<file path="src/design/gate_control_regs.vh">
// Register map, field positions and reset values of the counter gate control block
`ifndef GATE_CONTROL_REGS_VH
`define GATE_CONTROL_REGS_VH

// Register bus widths
`define GC_ADDR_W             3
`define GC_DATA_W             8

// Register offsets
`define GC_OFF_GATE_CONTROL   3'h0
`define GC_OFF_COUNTER_CTRL   3'h1
`define GC_OFF_IRQ_STATUS     3'h2
`define GC_OFF_IRQ_CLEAR      3'h3
`define GC_OFF_IRQ_ENABLE     3'h4

// Fields of gate_control
`define GC_BIT_GATE_ENABLE    7
`define GC_BIT_GATE_POLARITY  6
`define GC_BIT_TOGGLE_MODE    5
`define GC_BIT_SINGLE_PULSE   4
`define GC_BIT_ACQUIRE_GO     3
`define GC_BIT_GATE_VALUE     2
`define GC_BIT_SOURCE_HI      1
`define GC_BIT_SOURCE_LO      0

// Fields of counter_ctrl
`define GC_BIT_COUNTER_ON     0
`define GC_BIT_COMP_SYNC      1

// Fields of the interrupt status, clear and enable registers
`define GC_IRQ_W              2
`define GC_IRQ_GATE_EVENT     0
`define GC_IRQ_ACQ_DONE       1

// Gate source codes
`define GC_SRC_PIN            2'h0
`define GC_SRC_PERIOD_MATCH   2'h1
`define GC_SRC_COMP_ONE       2'h2
`define GC_SRC_COMP_TWO       2'h3

// Reset values
`define GC_RST_GATE_CONTROL   8'h00
`define GC_RST_COUNTER_CTRL   2'h0
`define GC_RST_IRQ            2'h0

`endif

</file>
<file path="src/design/gate_sync.v">
// Two-stage synchroniser for one level input
`timescale 1ns/100ps
module gate_sync (
   // Clock and reset
   input  wire clock,
   input  wire srst,
   // Level in and synchronised level out
   input  wire level_in,
   output wire level_out
);

   reg stage1_q;
   reg stage2_q;

   // The first stage feeds only the second stage, never any logic
   always @(posedge clock)
   begin
      if (srst)
      begin
         stage1_q <= 1'b0;
         stage2_q <= 1'b0;
      end
      else
      begin
         stage1_q <= level_in;
         stage2_q <= stage1_q;
      end
   end

   assign level_out = stage2_q;

endmodule

</file>
<file path="src/design/gate_pulse.v">
// Toggle flip-flop and single-pulse acquisition stage of the gate path
`timescale 1ns/100ps
module gate_pulse (
   // Clock and reset
   input  wire clock,
   input  wire srst,
   // Gate after source selection and polarity
   input  wire gate_in,
   // Controls
   input  wire toggle_mode,
   input  wire single_pulse_mode,
   input  wire counter_on,
   input  wire acquire_go,
   // Processed gate and completion pulse
   output wire gate_out,
   output wire acquire_done
);

   reg  gate_prev_q;
   reg  toggle_q;
   reg  toggle_d;
   reg  stage_prev_q;
   reg  window_q;
   reg  window_d;
   wire gate_rise;
   wire stage;
   wire stage_rise;
   wire stage_fall;

   assign gate_rise = gate_in & ~gate_prev_q;

   // Toggle flip-flop: flips on each rising gate edge, cleared when idle
   always @*
   begin
      toggle_d = toggle_q;
      if (!toggle_mode || !counter_on)
         toggle_d = 1'b0;
      else if (gate_rise)
         toggle_d = ~toggle_q;
   end

   // With toggling on, one window spans a whole input period
   assign stage      = toggle_mode ? toggle_q : gate_in;
   assign stage_rise = stage & ~stage_prev_q;
   assign stage_fall = ~stage & stage_prev_q;

   // Window opens on the first leading edge after arming, closes on trailing
   always @*
   begin
      window_d = window_q;
      if (!single_pulse_mode || !acquire_go)
         window_d = 1'b0;
      else if (stage_rise)
         window_d = 1'b1;
      else if (stage_fall)
         window_d = 1'b0;
   end

   // A gate already high at arming time waits for a fresh edge
   assign gate_out = single_pulse_mode ?
                     (acquire_go & (window_q | stage_rise) & stage) : stage;
   assign acquire_done = single_pulse_mode & acquire_go & window_q & stage_fall;

   // State registers
   always @(posedge clock)
   begin
      if (srst)
      begin
         gate_prev_q  <= 1'b0;
         toggle_q     <= 1'b0;
         stage_prev_q <= 1'b0;
         window_q     <= 1'b0;
      end
      else
      begin
         gate_prev_q  <= gate_in;
         toggle_q     <= toggle_d;
         stage_prev_q <= stage;
         window_q     <= window_d;
      end
   end

endmodule

</file>
<file path="src/design/counter_gate_control.v">
// Gate control of a 16-bit counter: source, polarity, toggle, single pulse, status
//
// Chosen here: the register addresses and the address-and-strobe port.
`timescale 1ns/100ps
`include "gate_control_regs.vh"
module counter_gate_control (
   // Clock and reset
   input  wire                   clock,
   input  wire                   srst,
   // Register port
   input  wire [`GC_ADDR_W-1:0]  addr,
   input  wire [`GC_DATA_W-1:0]  wdata,
   input  wire                   wstrobe,
   input  wire                   rstrobe,
   output reg  [`GC_DATA_W-1:0]  rdata,
   // Gate sources
   input  wire                   gate_pin,
   input  wire                   period_match,
   input  wire                   comparator_one_out,
   input  wire                   comparator_two_out,
   // Counter side
   input  wire                   count_tick,
   output reg                    count_enable,
   output reg                    gate_current_value,
   // Interrupt
   output reg                    irq
);

   // Control fields of gate_control
   reg                   gate_enable_bit_q;
   reg                   gate_polarity_q;
   reg                   gate_toggle_mode_q;
   reg                   gate_single_pulse_mode_q;
   reg                   pulse_acquire_go_q;
   reg                   pulse_acquire_go_d;
   reg  [1:0]            gate_source_select_q;
   // Fields of counter_ctrl
   reg                   counter_on_q;
   reg                   comp_sync_q;
   // Interrupt registers
   reg  [`GC_IRQ_W-1:0]  irq_status_q;
   reg  [`GC_IRQ_W-1:0]  irq_status_d;
   reg  [`GC_IRQ_W-1:0]  irq_enable_q;
   reg  [`GC_IRQ_W-1:0]  irq_events;
   // Gate path
   wire                  pin_sync;
   wire                  comp_one_sync;
   wire                  comp_two_sync;
   wire                  comp_one_sel;
   wire                  comp_two_sel;
   reg                   gate_raw;
   wire                  gate_active;
   wire                  gate_processed;
   wire                  acquire_done;
   wire                  gate_fall;
   // Bus decode
   wire                  wr_gate_control;
   wire                  wr_counter_ctrl;
   wire                  wr_irq_clear;
   wire                  wr_irq_enable;
   reg  [`GC_DATA_W-1:0] read_mux;

   // Reset images; each control field loads its own bits of these on reset
   localparam [`GC_DATA_W-1:0] gate_control_rst = `GC_RST_GATE_CONTROL;
   localparam [1:0]            counter_ctrl_rst = `GC_RST_COUNTER_CTRL;

   // Gate control register image as software reads it
   function [`GC_DATA_W-1:0] gate_control_image;
      input       ge;
      input       pol;
      input       tm;
      input       spm;
      input       go;
      input       val;
      input [1:0] ss;
      begin
         gate_control_image = {ge, pol, tm, spm, go, val, ss};
      end
   endfunction

   // Offset match shared by every write decode
   function is_offset;
      input [`GC_ADDR_W-1:0] a;
      input [`GC_ADDR_W-1:0] off;
      begin
         is_offset = (a == off);
      end
   endfunction

   // Period match comes from logic on this clock, so it needs no synchroniser
   // Gate pin always passes two flops before any edge logic
   gate_sync u_pin_sync (
      .clock     (clock),
      .srst      (srst),
      .level_in  (gate_pin),
      .level_out (pin_sync)
   );

   // Comparator outputs get their own synchronisers
   gate_sync u_comp_one_sync (
      .clock     (clock),
      .srst      (srst),
      .level_in  (comparator_one_out),
      .level_out (comp_one_sync)
   );

   gate_sync u_comp_two_sync (
      .clock     (clock),
      .srst      (srst),
      .level_in  (comparator_two_out),
      .level_out (comp_two_sync)
   );

   // Raw comparator path saves two cycles but is only safe for clean sources
   assign comp_one_sel = comp_sync_q ? comp_one_sync : comparator_one_out;
   assign comp_two_sel = comp_sync_q ? comp_two_sync : comparator_two_out;

   // Gate source selection
   always @*
   begin
      case (gate_source_select_q)
         `GC_SRC_PIN:          gate_raw = pin_sync;
         `GC_SRC_PERIOD_MATCH: gate_raw = period_match;
         `GC_SRC_COMP_ONE:     gate_raw = comp_one_sel;
         `GC_SRC_COMP_TWO:     gate_raw = comp_two_sel;
         default:              gate_raw = pin_sync;
      endcase
   end

   // Polarity: the active level always reaches the next stage as a one
   assign gate_active = gate_polarity_q ? gate_raw : ~gate_raw;

   // Toggle and single-pulse processing
   // Changing polarity with toggling on can fake a rising edge and flip the flop;
   // software should set polarity first and enable toggling in a later write
   gate_pulse u_gate_pulse (
      .clock             (clock),
      .srst              (srst),
      .gate_in           (gate_active),
      .toggle_mode       (gate_toggle_mode_q),
      .single_pulse_mode (gate_single_pulse_mode_q),
      .counter_on        (counter_on_q),
      .acquire_go        (pulse_acquire_go_q),
      .gate_out          (gate_processed),
      .acquire_done      (acquire_done)
   );

   // Write decode
   assign wr_gate_control = wstrobe & is_offset(addr, `GC_OFF_GATE_CONTROL);
   assign wr_counter_ctrl = wstrobe & is_offset(addr, `GC_OFF_COUNTER_CTRL);
   assign wr_irq_clear    = wstrobe & is_offset(addr, `GC_OFF_IRQ_CLEAR);
   assign wr_irq_enable   = wstrobe & is_offset(addr, `GC_OFF_IRQ_ENABLE);

   // Go bit: software arm beats a completion in the same cycle, since it is a new request
   // Single-pulse mode cleared, by this write or from before, cancels any armed acquisition
   always @*
   begin
      pulse_acquire_go_d = pulse_acquire_go_q;
      if (acquire_done)
         pulse_acquire_go_d = 1'b0;
      if (wr_gate_control)
         pulse_acquire_go_d = wdata[`GC_BIT_ACQUIRE_GO];
      if (wr_gate_control && !wdata[`GC_BIT_SINGLE_PULSE])
         pulse_acquire_go_d = 1'b0;
      else if (!wr_gate_control && !gate_single_pulse_mode_q)
         pulse_acquire_go_d = 1'b0;
   end

   // Gate control and counter control registers
   always @(posedge clock)
   begin
      if (srst)
      begin
         gate_enable_bit_q        <= gate_control_rst[`GC_BIT_GATE_ENABLE];
         gate_polarity_q          <= gate_control_rst[`GC_BIT_GATE_POLARITY];
         gate_toggle_mode_q       <= gate_control_rst[`GC_BIT_TOGGLE_MODE];
         gate_single_pulse_mode_q <= gate_control_rst[`GC_BIT_SINGLE_PULSE];
         pulse_acquire_go_q       <= gate_control_rst[`GC_BIT_ACQUIRE_GO];
         gate_source_select_q     <= gate_control_rst[`GC_BIT_SOURCE_HI:`GC_BIT_SOURCE_LO];
         counter_on_q             <= counter_ctrl_rst[`GC_BIT_COUNTER_ON];
         comp_sync_q              <= counter_ctrl_rst[`GC_BIT_COMP_SYNC];
      end
      else
      begin
         pulse_acquire_go_q <= pulse_acquire_go_d;
         if (wr_gate_control)
         begin
            gate_enable_bit_q        <= wdata[`GC_BIT_GATE_ENABLE];
            gate_polarity_q          <= wdata[`GC_BIT_GATE_POLARITY];
            gate_toggle_mode_q       <= wdata[`GC_BIT_TOGGLE_MODE];
            gate_single_pulse_mode_q <= wdata[`GC_BIT_SINGLE_PULSE];
            gate_source_select_q     <= wdata[`GC_BIT_SOURCE_HI:`GC_BIT_SOURCE_LO];
         end
         if (wr_counter_ctrl)
         begin
            counter_on_q <= wdata[`GC_BIT_COUNTER_ON];
            comp_sync_q  <= wdata[`GC_BIT_COMP_SYNC];
         end
      end
   end

   // Falling edge of the reported gate level, independent of gating enable
   assign gate_fall = gate_current_value & ~gate_processed;

   // Sticky status: an event in the clearing cycle survives the clear
   always @*
   begin
      irq_events = {`GC_IRQ_W{1'b0}};
      irq_events[`GC_IRQ_GATE_EVENT] = gate_fall;
      irq_events[`GC_IRQ_ACQ_DONE]   = acquire_done;
      irq_status_d = irq_status_q;
      if (wr_irq_clear)
         irq_status_d = irq_status_q & ~wdata[`GC_IRQ_W-1:0];
      irq_status_d = irq_status_d | irq_events;
   end

   // Interrupt registers and level interrupt
   // An enable written this cycle already counts, so irq follows the new mask at once
   always @(posedge clock)
   begin
      if (srst)
      begin
         irq_status_q <= `GC_RST_IRQ;
         irq_enable_q <= `GC_RST_IRQ;
         irq          <= 1'b0;
      end
      else
      begin
         irq_status_q <= irq_status_d;
         if (wr_irq_enable)
            irq_enable_q <= wdata[`GC_IRQ_W-1:0];
         irq <= |(irq_status_d & (wr_irq_enable ? wdata[`GC_IRQ_W-1:0] : irq_enable_q));
      end
   end

   // Gate value and count qualification, both registered for clean outputs
   // Resetting the gate value to zero makes the first read after reset predictable
   always @(posedge clock)
   begin
      if (srst)
      begin
         gate_current_value <= 1'b0;
         count_enable       <= 1'b0;
      end
      else
      begin
         gate_current_value <= gate_processed;
         if (!counter_on_q)
            count_enable <= 1'b0;
         else if (gate_enable_bit_q)
            count_enable <= count_tick & gate_processed;
         else
            count_enable <= count_tick;
      end
   end

   // Read mux; unmapped and write-only offsets read as zero
   always @*
   begin
      case (addr)
         `GC_OFF_GATE_CONTROL:
            read_mux = gate_control_image(gate_enable_bit_q, gate_polarity_q, gate_toggle_mode_q,
                                          gate_single_pulse_mode_q, pulse_acquire_go_q,
                                          gate_current_value, gate_source_select_q);
         `GC_OFF_COUNTER_CTRL:
            read_mux = {6'h00, comp_sync_q, counter_on_q};
         `GC_OFF_IRQ_STATUS:
            read_mux = {6'h00, irq_status_q};
         `GC_OFF_IRQ_ENABLE:
            read_mux = {6'h00, irq_enable_q};
         default:
            read_mux = 8'h00;
      endcase
   end

   // Read data stand for exactly one cycle after the strobe
   always @(posedge clock)
   begin
      if (srst)
         rdata <= 8'h00;
      else if (rstrobe)
         rdata <= read_mux;
      else
         rdata <= 8'h00;
   end

endmodule

</file>
<file path="config.mk">
export PLATFORM = sky130hd
export DESIGN_NAME = counter_gate_control
export DESIGN_NICKNAME = d
export VERILOG_FILES = /design/src/design/gate_sync.v /design/src/design/gate_pulse.v /design/src/design/counter_gate_control.v
export VERILOG_INCLUDE_DIRS = /design/src /design/src/design
export SDC_FILE = /design/constraint.sdc
export NUM_CORES = 1
export LEC_CHECK = 0
export BUFFER_PORTS_ARGS = -buffer_cell sky130_fd_sc_hd__clkbuf_2
export CORE_UTILIZATION = 45
export CTS_CLUSTER_DIAMETER = 120
export DETAILED_ROUTE_END_ITERATION = 12
export PLACE_DENSITY = 0.76
export SLEW_MARGIN = 10
export SYNTH_ARGS = -nofsm -noshare
export SYNTH_HDL_FRONTEND = slang
export SYNTH_SLANG_ARGS = --single-unit
</file>
<file path="constraint.sdc">
create_clock -name clock -period 3.2 [get_ports clock]
set_clock_uncertainty 0.2 [all_clocks]
set_input_delay 0.32 -clock clock [delete_from_list [all_inputs] [get_ports clock]]
set_output_delay 0.32 -clock clock [all_outputs]
set_load 0.01 [all_outputs]
</file>
==> results of run 1 <==
==> flip-flops by register name, indices dropped and copies added, names as in the netlist <==
register,flops
irq_status_q,2
u_comp_one_sync.stage1_q,1
gate_single_pulse_mode_q,1
irq_enable_q,2
u_comp_two_sync.stage1_q,1
gate_toggle_mode_q,1
comp_sync_q,1
u_gate_pulse.gate_prev_q,1
u_gate_pulse.window_q,1
gate_enable_bit_q,1
u_gate_pulse.toggle_q,1
counter_on_q,1
u_comp_one_sync.level_out,1
gate_source_select_q,2
gate_current_value,1
irq,1
u_pin_sync.stage1_q,1
pulse_acquire_go_q,1
u_gate_pulse.stage_prev_q,1
u_pin_sync.level_out,1
gate_polarity_q,1
count_enable,1
rdata,8
u_comp_two_sync.level_out,1
==> Yosys cell counts (all sizes together) (3+ instances only) <==
library cell   n  area share
and2           6       0.028
clkbuf         6       0.017
dfxtp         34        0.51
inv            5       0.014
mux2i         13       0.098
nand2          8       0.023
nand2b         3       0.014
nor2          19       0.054
nor2b          8       0.038
o21a           4       0.028
o21ai          3       0.011
o22ai          3       0.014
==> metrics by stage <==
| step | util | total power, µW |
|---|---|---|
| 3_5_place_dp | 0.541 | 515 |
| 4_1_cts | 0.566 | 759 |
| 6_report | 0.566 | 755 |
| 2_1_floorplan | - | 490 |
| 3_3_place_gp | 0.541 | 513 |
| 5_1_grt | 0.566 | 785 |
==> area by class of cell <==
type                       instances  area, µm²  share of cell area
sequential                        34        681               0.432
tap                               31       38.8              0.0246
inverter                           5       18.8              0.0119
clock buffer                       7       55.1              0.0349
clock inverter                     1       5.00             0.00318
timing repair buffer              32        170               0.108
multi-input combinational         90        607               0.385
==> routing by layer <==
layer	GRT usage	part of all wire	vias up	routed length, µm
met5	0	0	-	0
met4	0.105	0.019	0	49
met3	0.0488	0.038	5	96
met2	0.301	0.50	21	1250
met1	0.195	0.44	482	1120
li1	-	-	525	-
==> power by group through the flow <==
stage | clock, µW | sequential, µW | combinational (µW)
floorplan | 0 | 449 | 41.5
global placement | 0 | 449 | 63.9
detailed placement | 0 | 449 | 65.9
CTS | 252 | 440 | 67.3
global route | 270 | 441 | 73.5
finish | 248 | 440 | 67.4
==> worst max-delay path: cells and delay by family (launching register included) <==
| kind | cells | cell delay, ps |
|---|---|---|
| and+or+nand+nor | 2 | 140 |
| adders and majority gates | 1 | 200 |
| muxes | 2 | 700 |
| xor gates and xnor gates | 1 | 140 |
| DFF | 1 | 390 |
| AOI/OAI and AO/OA | 3 | 760 |
==> what timing repair did <==
item | in CTS | in global routing
gates resized for setup | 0 | 0
endpoints found under the setup margin | 0 | 0
hold buffers | 1 | 0
setup buffers | 0 | 0
endpoints found under the hold margin | 1 | 0
==> cell families (layout without fill, tap and decap cells) <==
logic type / count (synthesis) / after routing / synth area share
AOI/OAI and AO/OA: 17 / 17 / 0.0899
xor gates and xnor gates: 1 / 1 / 0.00662
adders and majority gates: 2 / 2 / 0.0189
buffers and inverters: 11 / 45 / 0.0312
DFF: 34 / 34 / 0.515
muxes: 15 / 15 / 0.124
and+or+nand+nor: 55 / 55 / 0.215
==> worst paths after layout <==
check / depth (start not counted) / end / slack [ps]
hold reg to reg: 1 / u_comp_one_sync.level_out$_SDFF_PP0_ / 260
setup reg to reg: 9 / irq$_SDFF_PP0_ / 580
hold / removal: 2 / u_comp_two_sync.stage1_q$_SDFF_PP0_ / 10
setup / recovery: 9 / irq$_SDFF_PP0_ / 580
==> impl_metrics.env, run 1 <==
export IMPL_status="finished, final reports clean"
export IMPL_clockRootBuffer="clkbuf_4"
export IMPL_required_ps=3240
export IMPL_fmax_ghz=0.381
export IMPL_syn_cell_area_um2=1320
export IMPL_switching_power_uw=182
export IMPL_drt_wl_total_um=2520
export IMPL_io_buffers=29
export IMPL_setup_viol=0
export IMPL_die_area_um2=3160
export IMPL_cp_slowest_cell="mux4_2"
export IMPL_period_share=0.819
export IMPL_final_common_cell="dfxtp_1"
export IMPL_antenna_found_initial=0
export IMPL_post_place_cells=191
export IMPL_holdWs_ps=10.4
export IMPL_crit_path_start_kind="register"
export IMPL_hp_class="input pin to register"
export IMPL_worstMarginPinSlew_ps=1040
export IMPL_dr_pass1_iters=2
export IMPL_htreeDepth=2
export IMPL_routed_via_count=1033
export IMPL_fillCellCount=268
export IMPL_cp_cell_sequence="mux4_2, mux2i_1, xnor2_1, o21a_4, ha_1, nand2_1, o21a_1, nor2_1, o311a_1"
export IMPL_rsz0062_at_grt="no"
export IMPL_syn_nets=157
export IMPL_cts_sinks=34
export IMPL_grt_pass1_wl_um=4180
export IMPL_die_y_um=56.2
export IMPL_wire_per_inst_um=12.6
export IMPL_design_area_um2=1580
export IMPL_layout_common_cells="dfxtp_1, clkbuf_2, nor2_1"
export IMPL_finalMaxSlewViolations=0
export IMPL_core_area_um2=2780
export IMPL_ys_flop_type="dfxtp_1"
export IMPL_overflow=0
export IMPL_place_ws_ps=554
export IMPL_fin_setup_tns_ps=0
export IMPL_p_comb_frac=0.089
export IMPL_syn_area_per_cell_um2=9.80
export IMPL_drive_gt1_frac=0.249
export IMPL_crit_path_end_kind="register"
export IMPL_synth_edf_count=0
export IMPL_maxCapViolCount=0
export IMPL_gp_congestion=0.790
export IMPL_instances_no_fill=200
export IMPL_yosysSeqAreaShare=0.515
export IMPL_track_usage=0.177
export IMPL_layout_setup_ws_ps=578
export IMPL_critPathLaunch="comp_sync_q$_SDFFE_PP0P_"
export IMPL_clock_path_buffers=2
export IMPL_relSlewSlack=0.302
export IMPL_n_antenna_cell=0
export IMPL_synth_cells=135
export IMPL_synth_cell_type_count=30
export IMPL_worstHoldStart="comparator_two_out"
export IMPL_power_leakage_uw=0.000664
export IMPL_dp_hpwl_um=1800
export IMPL_ir_drop_uv=330
export IMPL_syn_to_final_growth_pct=19.1
export IMPL_row_count=19
export IMPL_p_per_area_nw_per_um2=479
export IMPL_finalNetCount=190
export IMPL_vias_per_cell=5.17
export IMPL_crit_fanout=7
export IMPL_io_pins=31
export IMPL_ys_ff_latch=34
export IMPL_path_class="register to register"
export IMPL_clkPwrFrac=0.328
export IMPL_cts_tree="yes"
export IMPL_grt_max_degree=25
export IMPL_regToRegStartpoint="comp_sync_q$_SDFFE_PP0P_"
export IMPL_seqPwrFrac=0.582
export IMPL_power_internal_uw=573
export IMPL_cts_buffers=5
export IMPL_period_minus_slack_ps=2620
export IMPL_clk_pin_slew_ps=110
export IMPL_synthArstFlopShare=0
export IMPL_start_util=0.475
export IMPL_die_x_um=56.2
export IMPL_hold_violations=0
export IMPL_yosysWarnings=0
export IMPL_p_sw_frac=0.241
export IMPL_route_detailed_drc=0
export IMPL_grt_pass1_vias=994
export IMPL_insertion_delay_ps=340
export IMPL_antenna_left=0
export IMPL_critPathArrivalTime_ps=2660
export IMPL_max_stage_delay_ps=520
export IMPL_drtIter0Drc=18
export IMPL_placed_area_um2=1510
No activity file was read; power rests on OpenSTA's default activity.
==> inputs of run 2 (changes only) <==
- PLACE_DENSITY: 0.76 -> 0.78
- clock period: 3.2 -> 2.2 ns (I/O delays scaled with it)
==> run 2 against run 1 <==
Cell count increased by 8.0%. Power increased by 46%. Register-to-register slack got worse by 820 ps. Clock-buffer cell count decreased by 1. Design area increased by 13%. Clock power increased by 33%. Worst hold slack about the same. Critical path type unchanged. The run now ends with setup timing left. Setup slack got worse by 820 ps. Routed wire length increased by 11%. Die area unchanged. Combinational power increased by 93%. Highest routed layer unchanged.
==> impl_metrics.env, run 2 (synthesized netlist as in run 1, its figures left out) <==
export IMPL_status="finished with violations"
export IMPL_violations="setup timing"
export IMPL_start_util=0.475
export IMPL_routed_via_count=1105
export IMPL_hold_depth=3
export IMPL_core_area_um2=2780
export IMPL_track_usage=0.200
export IMPL_power_leakage_uw=0.000747
export IMPL_gp_congestion=0.864
export IMPL_final_common_cell="dfxtp_1"
export IMPL_p_comb_frac=0.118
export IMPL_grt_pass1_vias=1109
export IMPL_htreeDepth=2
export IMPL_layout_setup_ws_ps=-240
export IMPL_power_internal_uw=846
export IMPL_fillCellCount=230
export IMPL_row_count=19
export IMPL_grt_pass1_wl_um=4730
export IMPL_hold_violations=0
export IMPL_io_pins=31
export IMPL_cp_slowest_cell="mux4_2"
export IMPL_finalMaxSlewViolations=0
export IMPL_wire_per_inst_um=13.0
export IMPL_dp_hpwl_um=1960
export IMPL_holdWs_ps=10.5
export IMPL_antenna_left=0
export IMPL_multi_input_area_um2=651
export IMPL_reg2reg_to="irq$_SDFF_PP0_"
export IMPL_fin_setup_tns_ps=-801
export IMPL_vias_per_cell=5.12
export IMPL_largest_register_ffs=8
export IMPL_clk_pin_slew_ps=90
export IMPL_overflow=0
export IMPL_antenna_found_initial=0
export IMPL_regToRegStartpoint="comp_sync_q$_SDFFE_PP0P_"
export IMPL_cpLargestDelayFamily="multiplexers"
export IMPL_maxCapViolCount=0
export IMPL_required_ps=2220
export IMPL_critPathArrivalTime_ps=2460
export IMPL_period_minus_slack_ps=2440
export IMPL_worst_path_buf_inv=1
export IMPL_worstMarginPinSlew_ps=614
export IMPL_die_x_um=56.2
export IMPL_dr_pass1_iters=4
export IMPL_drive_gt1_frac=0.308
export IMPL_io_buffers=29
export IMPL_worstHoldStart="wdata[1]"
export IMPL_crit_path_end_kind="register"
export IMPL_cts_sinks=34
export IMPL_seqPwrFrac=0.582
export IMPL_grt_max_degree=25
export IMPL_whs_endpoint="gate_source_select_q[1]$_SDFFE_PP0P_"
export IMPL_die_y_um=56.2
export IMPL_switching_power_uw=255
export IMPL_syn_to_final_growth_pct=34.4
export IMPL_die_area_um2=3160
export IMPL_max_stage_delay_ps=490
export IMPL_drt_wl_total_um=2810
export IMPL_final_util=0.639
export IMPL_top_register="rdata"
export IMPL_clkPwrFrac=0.300
export IMPL_crit_path_start_kind="register"
export IMPL_rsz0062_at_grt="yes"
export IMPL_r2r_cells=10
export IMPL_period_share=1.11
export IMPL_cts_tree="yes"
export IMPL_route_detailed_drc=0
export IMPL_layout_common_cells="dfxtp_1, clkbuf_2, nor2_1"
export IMPL_clockRootBuffer="clkbuf_4"
export IMPL_p_per_area_nw_per_um2=619
export IMPL_cts_buffers=5
export IMPL_path_class="register to register"
export IMPL_setup_viol=6
export IMPL_p_sw_frac=0.232
export IMPL_hp_class="input pin to register"
export IMPL_drtIter0Drc=18
export IMPL_reg2reg_slack_ps=-240
export IMPL_fmax_ghz=0.410
export IMPL_regArea_um2=682
export IMPL_crit_fanout=4
export IMPL_finalNetCount=208
export IMPL_relSlewSlack=0.585
export IMPL_insertion_delay_ps=320
export IMPL_n_antenna_cell=0
export IMPL_cp_cell_sequence="mux4_2, mux2i_1, xnor2_1, o21a_4, inv_2, ha_4, o21ai_2, nand2_2, nand2b_1, o311a_1"
export IMPL_post_place_cells=197
export IMPL_instances_no_fill=216
export IMPL_clock_path_buffers=2
export IMPL_ir_drop_uv=533
## run 2: cell count changes in the layout (fill, tap and decap cells not counted), moves of 2 or more
cell and change:
ha_4 +2, nand2_1 -2, ha_1 -2, nand2_2 +2, dlygate4sd3_1 +11, buf_4 +6
## run 2: metrics by stage
stage / worst slack, ps / instance area (µm²) / total power, µW
detailed placement: -224 / 1580 / 764
finish: -240 / 1780 / 1100
global placement: -151 / 1580 / 760
global route: -326 / 1780 / 1160
floorplan: -155 / 1350 / 720
CTS: -189 / 1780 / 1110
## run 2: how the worst max path moves through the flow
stage | from | end | slack (ps) | cells after the start
finish | comp_sync_q$_SDFFE_PP0P_ | irq$_SDFF_PP0_ | -240 | 10
global route | comp_sync_q$_SDFFE_PP0P_ | irq$_SDFF_PP0_ | -330 | 10
CTS | comp_sync_q$_SDFFE_PP0P_ | irq$_SDFF_PP0_ | -190 | 10
detailed placement | comp_sync_q$_SDFFE_PP0P_ | irq$_SDFF_PP0_ | -220 | 10
global placement | comp_sync_q$_SDFFE_PP0P_ | irq$_SDFF_PP0_ | -150 | 10
floorplan | comp_sync_q$_SDFFE_PP0P_ | irq$_SDFF_PP0_ | -160 | 10
## run 2: worst register-to-register path: cells and delay by family (launching register included)
family | cells | cell delay, ps
fa+ha+maj | 1 | 130
buf+inv | 1 | 70
xor+xnor | 1 | 130
simple gates | 2 | 160
mux | 2 | 680
flops | 1 | 350
compound gates | 3 | 620
## run 2: power groups by stage
stage,Combinational [µW],Clock (µW),Sequential (µW)
detailed placement,109,0,655
global placement,106,0,654
CTS,130,340,641
global route,145,369,643
floorplan,66.5,0,654
finish,130,330,641
## run 2: layer usage
layer / vias up / routed length (µm) / track usage
met3: 10 / 83 / 0.0488
li1: 559 / - / -
met4: 0 / 76 / 0.129
met1: 517 / 1250 / 0.226
met2: 19 / 1400 / 0.335
met5: - / 0 / 0
## run 2: layout make-up
type                            instances  share of cell area
Clock buffer                            6              0.0289
Inverter                                5              0.0106
Multi-Input combinational cell         90               0.366
Sequential cell                        34               0.384
Tap cell                               31              0.0218
Timing Repair Buffer                   50               0.189
## run 2: what timing repair did
item / in CTS / in global routing
buffers inserted: 2 / 1
hold buffers: 12 / 0
resized for setup: 2 / 3
gates cloned: 0 / 0
pin swaps: 4 / 6
setup endpoints to repair: 6 / 8
hold endpoints to repair: 13 / 0
